File: config.mk
export PLATFORM = sky130hd
export DESIGN_NAME = fcl_top
export DESIGN_NICKNAME = d
export VERILOG_FILES = /design/src/fcl_pkg.sv /design/src/fcl_sync3.sv /design/src/fcl_dfb.sv /design/src/fcl_top.sv
export SDC_FILE = /design/constraint.sdc
export NUM_CORES = 2
export LEC_CHECK = 0
export ABC_CLOCK_PERIOD_IN_PS = 12880
export BUFFER_PORTS_ARGS = -buffer_cell sky130_fd_sc_hd__buf_2
export CORE_AREA = 2 2 299 301
export CTS_BUF_LIST = sky130_fd_sc_hd__clkbuf_2 sky130_fd_sc_hd__clkbuf_4 sky130_fd_sc_hd__clkbuf_8
export CTS_CLUSTER_SIZE = 24
export DETAILED_ROUTE_END_ITERATION = 8
export DIE_AREA = 0 0 301 303
export HOLD_SLACK_MARGIN = 0.02
export PLACE_DENSITY = 0.55
export SLEW_MARGIN = 20
export SYNTH_ARGS = -nofsm -noshare
export SYNTH_HDL_FRONTEND = slang
export SYNTH_SLANG_ARGS = --single-unit
File: constraint.sdc
create_clock -name mclk -period 12.88 [get_ports mclk]
set_input_delay 2.576 -clock mclk [delete_from_list [all_inputs] [get_ports mclk]]
set_output_delay 2.576 -clock mclk [all_outputs]
set_load 0.02 [all_outputs]
File: src/fcl_pkg.sv
//==============================================================================
//==============================================================================
package fcl_pkg;

  // Register byte addresses
  localparam logic [7:0] A_CFG  = 8'h00;
  localparam logic [7:0] A_CYC  = 8'h04;
  localparam logic [7:0] A_FILT = 8'h08;
  localparam logic [7:0] A_CTRL = 8'h0C;
  localparam logic [7:0] A_STAT = 8'h10;
  localparam logic [7:0] A_MASK = 8'h14;
  localparam logic [7:0] A_POS  = 8'h18;
  localparam logic [7:0] A_MODE = 8'h1C;

  // Control register bits
  localparam int CTRL_APPLY = 0;
  localparam int CTRL_CMD   = 1;

  // Status / mask bit positions
  localparam int ST_PARAM = 0;
  localparam int ST_CYCLE = 1;
  localparam int ST_ENC   = 2;

  // Axis operation modes and encoder wiring kinds
  localparam logic [1:0] OPM_POSITION   = 2'h0;
  localparam logic [1:0] OPM_POSITIONING = 2'h1;
  localparam logic [1:0] ENC_TWO_WIRE   = 2'h0;
  localparam logic [1:0] ENC_FOUR_WIRE  = 2'h1;
  localparam logic [1:0] ENC_ABZ        = 2'h2;

  // Reset values
  localparam logic [19:0] CYC_RST  = 20'h0F424;
  localparam logic [12:0] FILT_RST = 13'h0064;
  localparam logic [2:0]  MASK_RST = 3'h0;

  // Timing: clock, control update period, cycle thresholds
  localparam int CLK_PERIOD_NS  = 40;
  localparam int CTL_PERIOD_NS  = 1000;
  localparam int CTL_DIV        = CTL_PERIOD_NS / CLK_PERIOD_NS;
  localparam int CYC_MIN_1AX_US = 125;
  localparam int CYC_MIN_2AX_US = 250;
  localparam logic [19:0] CYC_MIN_1AX_NS = 20'(CYC_MIN_1AX_US * 1000);
  localparam logic [19:0] CYC_MIN_2AX_NS = 20'(CYC_MIN_2AX_US * 1000);

  // Filter: setting forcing full loop, band scaling to 1 us update gain
  localparam logic [12:0] FILT_FORCE_FULL = 13'(4500);
  localparam int FILT_K_NUM   = 67;
  localparam int FILT_K_SHIFT = 10;

  typedef enum logic [1:0] {M_SEMI, M_DUAL, M_FULL} fcl_method_e;

  typedef struct packed {
    logic [1:0] load_enc;
    logic [1:0] motor_enc;
    logic [1:0] opmode;
    logic       sw_sel;
    logic       fcl_en;
    logic [1:0] axes;
  } fcl_cfg_s;

endpackage

File: src/fcl_sync3.sv
`timescale 1ns/10ps
module fcl_sync3 (
  // Clock and reset
  input  wire logic mclk,
  input  wire logic rst_n,
  // Pin in, filtered level out
  input  wire logic din,
  output logic      dout
);

  typedef struct packed {
    logic [2:0] s;
    logic       q;
  } fcl_sync_s;

  fcl_sync_s s_r;
  fcl_sync_s s_nxt;

  //==========================================================================
  // Three stages; level changes only once stages two and three agree
  always_comb begin
    s_nxt = s_r;
    s_nxt.s = {s_r.s[1:0], din};
    if (s_r.s[1] == s_r.s[2]) begin
      s_nxt.q = s_r.s[2];
    end
  end

  always_ff @(posedge mclk or negedge rst_n) begin
    if (!rst_n) begin
      s_r <= '0;
    end else begin
      s_r <= s_nxt;
    end
  end

  assign dout = s_r.q;

endmodule

File: src/fcl_dfb.sv
`timescale 1ns/10ps
module fcl_dfb (
  // Clock and reset
  input  wire logic               mclk,
  input  wire logic               rst_n,
  // Update enable and band gain
  input  wire logic               ce,
  input  wire logic        [15:0] k,
  // Feedback positions
  input  wire logic signed [31:0] motor,
  input  wire logic signed [31:0] load,
  output logic signed      [31:0] fb
);

  typedef struct packed {
    logic signed [47:0] e;
    logic signed [31:0] fb;
  } fcl_dfb_s;

  fcl_dfb_s           s_r;
  fcl_dfb_s           s_nxt;
  logic signed [31:0] diff;
  logic signed [48:0] d;
  logic signed [65:0] prod;

  //==========================================================================
  // Low-pass of (load - motor) added to motor equals load low-pass plus
  // motor high-pass; one accumulator instead of two filters saves a multiplier
  always_comb begin
    s_nxt = s_r;
    diff = load - motor;
    d = 49'(signed'({diff, 16'h0000})) - 49'(s_r.e);
    prod = 66'(d) * 66'(signed'({1'b0, k}));
    if (ce) begin
      s_nxt.e = s_r.e + 48'(prod >>> 16);
    end
    s_nxt.fb = motor + s_r.e[47:16];
  end

  always_ff @(posedge mclk or negedge rst_n) begin
    if (!rst_n) begin
      s_r <= '0;
    end else begin
      s_r <= s_nxt;
    end
  end

  assign fb = s_r.fb;

endmodule

File: src/fcl_top.sv
`timescale 1ns/10ps
module fcl_top (
  // Clock and reset
  input  wire logic        mclk,
  input  wire logic        rst_n,
  // Register port
  input  wire logic [7:0]  addr,
  input  wire logic [31:0] wdata,
  input  wire logic        wr,
  input  wire logic        rd,
  output logic      [31:0] rdata,
  // Loop select pin and feedback
  input  wire logic        cld_pin,
  input  wire logic [31:0] motor_pos,
  input  wire logic [31:0] load_pos,
  // Loop outputs
  output logic      [31:0] fb_pos,
  output logic             fcl_run,
  output logic      [1:0]  method,
  // Alarms and interrupt
  output logic             parameter_error_alarm,
  output logic             comm_cycle_setting_warning,
  output logic             load_encoder_error_alarm,
  output logic             irq
);

  typedef struct packed {
    fcl_pkg::fcl_cfg_s   cfg;
    logic [19:0]         cyc;
    logic [12:0]         filt;
    logic                cmd;
    logic [2:0]          fault;
    logic [2:0]          stat;
    logic [2:0]          mask;
    logic [31:0]         rdata;
    logic                irq;
    logic                run;
    fcl_pkg::fcl_method_e method;
    logic [31:0]         fb;
    logic [4:0]          div;
    logic                ce;
  } fcl_top_s;

  fcl_top_s    s_r;
  fcl_top_s    s_nxt;
  logic        cld;
  logic [31:0] dfb_out;
  logic [15:0] k;
  logic        apply;
  logic [2:0]  chk;
  logic [2:0]  w1c;

  //==========================================================================
  // Pin synchroniser and blending filter
  fcl_sync3 u_cld (
    .mclk  (mclk),
    .rst_n (rst_n),
    .din   (cld_pin),
    .dout  (cld)
  );

  // Band setting scaled to a per-update gain
  assign k = 16'((32'(s_r.filt) * 32'(fcl_pkg::FILT_K_NUM)) >> fcl_pkg::FILT_K_SHIFT);

  fcl_dfb u_dfb (
    .mclk  (mclk),
    .rst_n (rst_n),
    .ce    (s_r.ce),
    .k     (k),
    .motor (motor_pos),
    .load  (load_pos),
    .fb    (dfb_out)
  );

  //==========================================================================
  // Configuration check, evaluated only when software applies the set
  always_comb begin
    apply = wr && (addr == fcl_pkg::A_CTRL) && wdata[fcl_pkg::CTRL_APPLY];
    w1c = (wr && (addr == fcl_pkg::A_STAT)) ? wdata[2:0] : 3'h0;
    chk = 3'h0;
    if (s_r.cfg.fcl_en) begin
      chk[fcl_pkg::ST_PARAM] = (s_r.cfg.axes == 2'h3)
        || !((s_r.cfg.opmode == fcl_pkg::OPM_POSITION)
        || (s_r.cfg.opmode == fcl_pkg::OPM_POSITIONING));
      chk[fcl_pkg::ST_CYCLE] = ((s_r.cfg.axes == 2'h1) && (s_r.cyc < fcl_pkg::CYC_MIN_1AX_NS))
        || ((s_r.cfg.axes == 2'h2) && (s_r.cyc < fcl_pkg::CYC_MIN_2AX_NS));
      chk[fcl_pkg::ST_ENC] = (s_r.cfg.axes == 2'h2)
        && ((s_r.cfg.load_enc == fcl_pkg::ENC_ABZ)
        || (s_r.cfg.load_enc != fcl_pkg::ENC_TWO_WIRE)
        || (s_r.cfg.motor_enc != fcl_pkg::ENC_TWO_WIRE));
    end
  end

  //==========================================================================
  // Next state: registers, status, loop selection, feedback mux, read port
  always_comb begin
    s_nxt = s_r;
    // Control update enable, one pulse per microsecond
    s_nxt.ce = 1'b0;
    if (s_r.div == 5'(fcl_pkg::CTL_DIV - 1)) begin
      s_nxt.div = 5'h00;
      s_nxt.ce = 1'b1;
    end else begin
      s_nxt.div = s_r.div + 5'h01;
    end
    // Register writes
    if (wr) begin
      unique case (addr)
        fcl_pkg::A_CFG:  s_nxt.cfg = wdata[9:0];
        fcl_pkg::A_CYC:  s_nxt.cyc = wdata[19:0];
        fcl_pkg::A_FILT: s_nxt.filt = wdata[12:0];
        fcl_pkg::A_CTRL: s_nxt.cmd = wdata[fcl_pkg::CTRL_CMD];
        fcl_pkg::A_MASK: s_nxt.mask = wdata[2:0];
        default: ;
      endcase
    end
    // Faults follow the last apply; sticky status set wins over clear
    if (apply) begin
      s_nxt.fault = chk;
    end
    s_nxt.stat = (s_r.stat & ~w1c) | (apply ? chk : 3'h0);
    // Next mask as well as next status, so masking takes effect in the write cycle
    s_nxt.irq = |(s_nxt.stat & s_nxt.mask);
    // Warnings never stop the loop; alarms do
    s_nxt.run = s_r.cfg.fcl_en && !s_nxt.fault[fcl_pkg::ST_PARAM]
      && !s_nxt.fault[fcl_pkg::ST_ENC];
    // Control method
    if (!s_r.run) begin
      s_nxt.method = fcl_pkg::M_SEMI;
    end else if (s_r.cfg.sw_sel && !(s_r.cmd || cld)) begin
      s_nxt.method = fcl_pkg::M_SEMI;
    end else if (s_r.filt == fcl_pkg::FILT_FORCE_FULL) begin
      s_nxt.method = fcl_pkg::M_FULL;
    end else begin
      s_nxt.method = fcl_pkg::M_DUAL;
    end
    // Feedback source; position units follow the chosen encoder
    unique case (s_r.method)
      fcl_pkg::M_SEMI: s_nxt.fb = motor_pos;
      fcl_pkg::M_FULL: s_nxt.fb = load_pos;
      fcl_pkg::M_DUAL: s_nxt.fb = dfb_out;
      default:         s_nxt.fb = motor_pos;
    endcase
    // Read data valid only in the cycle after the strobe
    s_nxt.rdata = 32'h0000_0000;
    if (rd) begin
      unique case (addr)
        fcl_pkg::A_CFG:  s_nxt.rdata = {22'h000000, s_r.cfg};
        fcl_pkg::A_CYC:  s_nxt.rdata = {12'h000, s_r.cyc};
        fcl_pkg::A_FILT: s_nxt.rdata = {19'h00000, s_r.filt};
        fcl_pkg::A_CTRL: s_nxt.rdata = {30'h00000000, s_r.cmd, 1'b0};
        fcl_pkg::A_STAT: s_nxt.rdata = {29'h00000000, s_r.stat};
        fcl_pkg::A_MASK: s_nxt.rdata = {29'h00000000, s_r.mask};
        fcl_pkg::A_POS:  s_nxt.rdata = s_r.fb;
        fcl_pkg::A_MODE: s_nxt.rdata = {25'h0000000, s_r.fault, cld, s_r.run, s_r.method};
        default:         s_nxt.rdata = 32'h0000_0000;
      endcase
    end
  end

  //==========================================================================
  // State register
  always_ff @(posedge mclk or negedge rst_n) begin
    if (!rst_n) begin
      s_r <= '0;
      s_r.cyc <= fcl_pkg::CYC_RST;
      s_r.filt <= fcl_pkg::FILT_RST;
      s_r.mask <= fcl_pkg::MASK_RST;
    end else begin
      s_r <= s_nxt;
    end
  end

  //==========================================================================
  // Outputs, all straight from the state register
  assign rdata = s_r.rdata;
  assign fb_pos = s_r.fb;
  assign fcl_run = s_r.run;
  assign method = s_r.method;
  assign parameter_error_alarm = s_r.stat[fcl_pkg::ST_PARAM];
  assign comm_cycle_setting_warning = s_r.stat[fcl_pkg::ST_CYCLE];
  assign load_encoder_error_alarm = s_r.stat[fcl_pkg::ST_ENC];
  assign irq = s_r.irq;
endmodule

# Word level (Yosys, flattened, before mapping)
# Cells that the tools add are included.
# Widths: inputs -> output; s select.
# op_classes
n_addsub	5
n_mul	2
n_lt_le_gt_ge	2
n_eq_ne	17
mux	14
bitwise	4
reduce_logical	28
# ops
op	count
$pmux 32 s8	1
$pmux 32 s2	1
$mul 49x11->60	1
$sub 48x48->49	1
$add 48x44->48	1
$add 32x32->32	1
$eq 8x5->1 const B	4
$mux 32	1
$sub 32x32->32	1
$lt 20x17->1 const B	1
$lt 20x18->1 const B	1
$mul 13x7->20 const B	1
$mux 3	6
$eq 8x4->1 const B	2
$eq 13x13->1 const B	1
$logic_and 1x1->1	9
$eq 2x2->1 const B	4
$eq 8x3->1 const B	1
$logic_not 8->1	1
$reduce_and 2->1	4
$and 3x3->3	2
$eq 2x1->1 const B	3
$logic_or 1x1->1	6
$mux 2	3
11 further kinds	15
# word_totals
reg_bits	211
input_bits	109

# Longest topological paths before layout
# logic_depth
word_depth	9
ltp_mapped	60

# Modules after synthesis
# A second synthesis with hierarchy kept.
# unflattened
cells_unflattened	4873
area_unflattened_um2	42966.2
# modules_own_cells
module	instances	cells_per_inst	area_per_inst_um2
fcl_dfb	1	4226	35989.5
fcl_top	1	642	6865.3
fcl_sync3	1	5	111.4

# Worst setup path after synthesis
# No wires, ideal clock.
# synth_timing
kind	input -> register
from	input motor_pos[8]
to	register u_dfb.s_r[79] (netlist bit)
setup_time_ns	0.123
t_arrival_ns	13.234
required_time_ns	12.757
path_slack_ns	-0.477
path_stages	56
path_buffers	0
cell_sequence	inv_1 > ha_1 > a21o_1 > a21o_1 > a21o_1 > a21o_1 > a21o_1 > o21a_1 > or2_2 > a21o_1 > a21oi_1 > xnor2_1 > ha_1 > a21o_1 > a21o_1 > a21o_1 > a21o_1 > a21o_1 > [... 20 more ...] > nor3_1 > nor2_1 > nand2_1 > mux2i_1 > or2_1 > ha_1 > a21o_1 > a21o_1 > a21o_1 > a21o_1 > a21o_1 > a21oi_1 > o21ai_0 > a41oi_1 > a21oi_1 > o21ai_0 > nand3b_1 > xnor2_1
# synth_via
elab_chain_cells	4
# synth_lines
element	line_no	rtl
start: declaration	fcl_top.sv:14	input wire logic [31:0] motor_pos,
$sub 32x32->32	fcl_dfb.sv:31	diff = load - motor;
$sub 48x48->49	fcl_dfb.sv:32	d = 49'(signed'({diff, 16'h0000})) - 49'(s_r.e);
$mul 49x11->60	fcl_dfb.sv:33	prod = 66'(d) * 66'(signed'({1'b0, k}));
$add 48x44->48	fcl_dfb.sv:35	s_nxt.e = s_r.e + 48'(prod >>> 16);
end signal: assignment	fcl_dfb.sv:44	s_r <= s_nxt;
end: declaration	fcl_dfb.sv:20	fcl_dfb_s s_r;
# Every way passes these cells.
# A chain may end at the register's enable or synchronous reset.

# Final worst setup path
# layout_timing
from	input motor_pos[1]
to	register u_dfb.s_r[75] (netlist bit)
# Same word-level chain as after synthesis.

==> qor.txt <==
crit-path most repeated cell -> a21o_1
DRT iter0 DRCs -> 1527
# DRC -> 0
CP Class -> input pin to flip-flop
outcome -> finished clean
Synth Flop Type -> dfrtp_1
Post-Synth Adder-Cell Area -> 37.83%
Final Hold Viols -> 0
vias in the first global route -> 28029
TritonCTS clock tree -> done
Worst-Margin Slew -> 960.8 ps
Final Skew -> 35.04 ps
Vias -> 27235
initial core utilization -> 36.78%
Syn. warnings -> 0
WP data required -> 13280 ps
Setup violations, final -> 0
Final Non-Filler Cells -> 5456
clock buffer count from CTS -> 35
top-count cell post-synth -> inv_1
first-pass GRT wire length -> 150500 µm
fin crit share -> 99.32%
DIE HEIGHT -> 303 µm
global route overflow -> 0
Cell Rows -> 109
CP Max Fanout -> 6
DP Cell Count -> 5345
Clk pin slew, worst setup/hold paths -> 70 ps
final core utilization -> 45.93%
number of port buffers -> 167
PD cells -> 310.9 nW/µm²
Gate Count Post-Synth -> 3648
All-Layer GR Usage -> 20.75%
CTS Buffer Depth -> 3
gpl congestion -> 0.9087
Post-synth EDFFs -> 0
CP startpoint -> motor_pos[1]
cell taking the most area after synthesis -> fa_1
ranking of synthesized cells by area -> fa_1 26%, dfrtp_1 16%, ha_1 12%, inv_1 6.5%, nand2_1 4.5%
placed cell areas -> 38130 µm²
count of different cell masters after synthesis -> 93
Die X -> 301 µm
Syn Nets -> 4486
Clk Latency, worst-skew pair -> 580 ps
max-slew violations -> 0
peak supply drop -> 0.2949 mV
initial antenna violation count -> 3
slowest library cell on the worst path -> fa_1
nets -> 5099
io pins -> 180
clock sink count -> 211
worst hold path class -> flip-flop to flip-flop
drt via density -> 4.992
XOR/XNOR Fraction of Synth Area -> 6.295%
DR pass1 iterations -> 7
RSZ-0062 raised after global routing -> true
H-tree Lvls -> 2
Routed WL -> 93730 µm
Worst Setup Start Kind -> input pin
Die Footprint -> 91200 µm²
Final Power -> 0.01256 W
leak pwr -> 20.28 nW
Root Buffer -> clkbuf_8
largest family of logic cells by synthesized area -> adder cells
async set-reset flop share out of synthesis -> 100.0%
#FFs+latches synth -> 211
delay of the slowest critical-path stage -> 540 ps
HPWL Detailed -> 77480 µm
pin count of the biggest net entering global routing -> 97
relative slew slack -> 35.80%
FMAX -> 0.07817 GHz
synth cell count leaders -> 561 x inv_1, 414 x fa_1, 391 x nand2_1
sequential fraction of the synthesis area -> 16.36%
WP data arrival -> 13200 ps
worst r2r src -> s_r[86]$_DFFE_PN1P_
FILL cells -> 8677
Worst Hold Launch -> u_cld.s_nxt[2]$_DFF_PN0_
Compound-Gate Fraction of Synth Area -> 13.92%
mux contribution to synthesized area -> 2.552%
crit end category -> flip-flop
max cap viols -> 0
Routed WL per cell -> 17.18 µm
Mapped Area -> 32360 µm²
Syn-to-layout area delta -> 24.86%
fin crit period -> 12790 ps
post-route cell area -> 40400 µm²
post-synth top area share -> 25.61%
simple-gate share of the synthesized area -> 13.72%
post-route ant nets -> 0
layout cells sized above 1 -> 26.43%
Avg Cell Area, Syn -> 8.870 µm²
Hold Buf Count CTS -> 0
core area -> 87970 µm²
-- area by class of cell --
type	count	area [µm²]	share of cell area, %
multi-input cells	2702	25410	62.91
repair buffers	748	5340	13.22
flip-flops and latches	211	5294	13.10
inverters	563	2121	5.250
well taps	1165	1458	3.608
clock buffers	52	659.4	1.632
clock inverters	10	101.3	0.2509
diodes	5	12.51	0.03097
-- through the flow --
stage / hold WS, ps / TNS (ps) / setup WS, ps
4_1_cts: 352.3 / 0 / 2.556
2_1_floorplan: 331.2 / 0 / 1.921
3_5_place_dp: 338.1 / -16480 / -1205
3_3_place_gp: 337.7 / -16950 / -1244
5_1_grt: 369.9 / -2760 / -420.7
6_report: 348.1 / 0 / 87.18
-- per-layer routing --
metal	track usage (%)	wire, µm	vias up
met3	2.256	3286	113
met1	26.35	39800	13536
met5	0	0	-
met2	37.56	48260	479
li1	-	-	13107
met4	5.153	2387	0
-- power breakdown --
| part | internal, W | switching [W] | leakage, nW |
|---|---|---|---|
| clock network | 0.000354 | 0.000314 | 0.407 |
| logic | 0.00528 | 0.00563 | 17.2 |
| registers | 0.000808 | 0.000171 | 2.63 |
-- worst paths after layout --
| check | end | slack [ps] | cells past startpoint |
|---|---|---|---|
| max in group asynchronous | fb_pos[11]$_DFF_PN0_ | 9470 | 2 |
| max | u_dfb.s_r[75]$_DFFE_PN0P_ | 90 | 51 |
| min reg2reg | u_cld.s_nxt[3]$_DFF_PN0_ | 350 | 0 |
| min in group asynchronous | s_r[2]$_DFF_PN0_ | 2000 | 1 |
| max reg2reg | u_dfb.s_r[75]$_DFFE_PN0P_ | 500 | 53 |
| min | u_cld.s_nxt[3]$_DFF_PN0_ | 350 | 0 |
-- repair_timing --
action	CTS	global route
pin swaps	116	144
gates resized for setup	81	151
buffers inserted	25	23
cloned	0	0
setup endpoints to repair	15	25
-- layout by cell type (no fill, tap or decap), types with 13 or more instances in the layout --
| master | count |
|---|---|
| and2_1 | 13 |
| ha_1 | 288 |
| buf_4 | 564 |
| mux2_2 | 60 |
| o21ai_1 | 14 |
| inv_2 | 18 |
| nand2b_1 | 23 |
| buf_2 | 161 |
| o21bai_1 | 16 |
| xnor2_2 | 22 |
| mux2i_1 | 15 |
| a21oi_1 | 164 |
| nor2_1 | 294 |
| a22oi_1 | 33 |
| o21a_1 | 26 |
| o21ai_0 | 89 |
| clkbuf_8 | 43 |
| xnor2_1 | 118 |
| a21oi_2 | 37 |
| nand2_1 | 382 |
| a31oi_1 | 20 |
| buf_6 | 16 |
| a21o_1 | 118 |
| nand3_1 | 37 |
| inv_1 | 542 |
| a221oi_1 | 30 |
| nand4_1 | 23 |
| and3_1 | 32 |
| nor2b_1 | 58 |
| dfrtp_1 | 200 |
| ha_4 | 22 |
| xor2_1 | 74 |
| fa_1 | 409 |
| nor3_1 | 26 |
-- worst max-delay path, delay by kind of cell --
kind,cells,cell delay [ps]
AO/OA/AOI/OAI,26,4580
adder cells (fa/ha/maj),9,3780
AND/OR/NAND/NOR,5,940
XOR/XNOR,4,690
buffers and inverters,6,540
multiplexers,1,100
-- cells by family (layout without fill, tap and decap cells) --
| logic type | after synthesis | count (layout) |
|---|---|---|
| fa+ha+maj | 730 | 730 |
| flops | 211 | 211 |
| simple gates | 986 | 986 |
| compound gates | 681 | 681 |
| buf+inv | 735 | 1373 |
| other cells | 0 | 5 |
| xor+xnor | 230 | 230 |
| mux | 75 | 75 |
-- state kept, by name, indices dropped and copies added, names as in the netlist --
name and count:
rdata 32, u_cld.dout 1, fcl_run 1, s_r 56, u_cld.s_r 1, u_dfb.s_r 48, irq 1, u_dfb.fb 32
parameter_error_alarm 1, load_encoder_error_alarm 1, comm_cycle_setting_warning 1, u_cld.s_nxt 2, fb_pos 32, method 2
No activity file was read; power rests on OpenSTA's default activity.
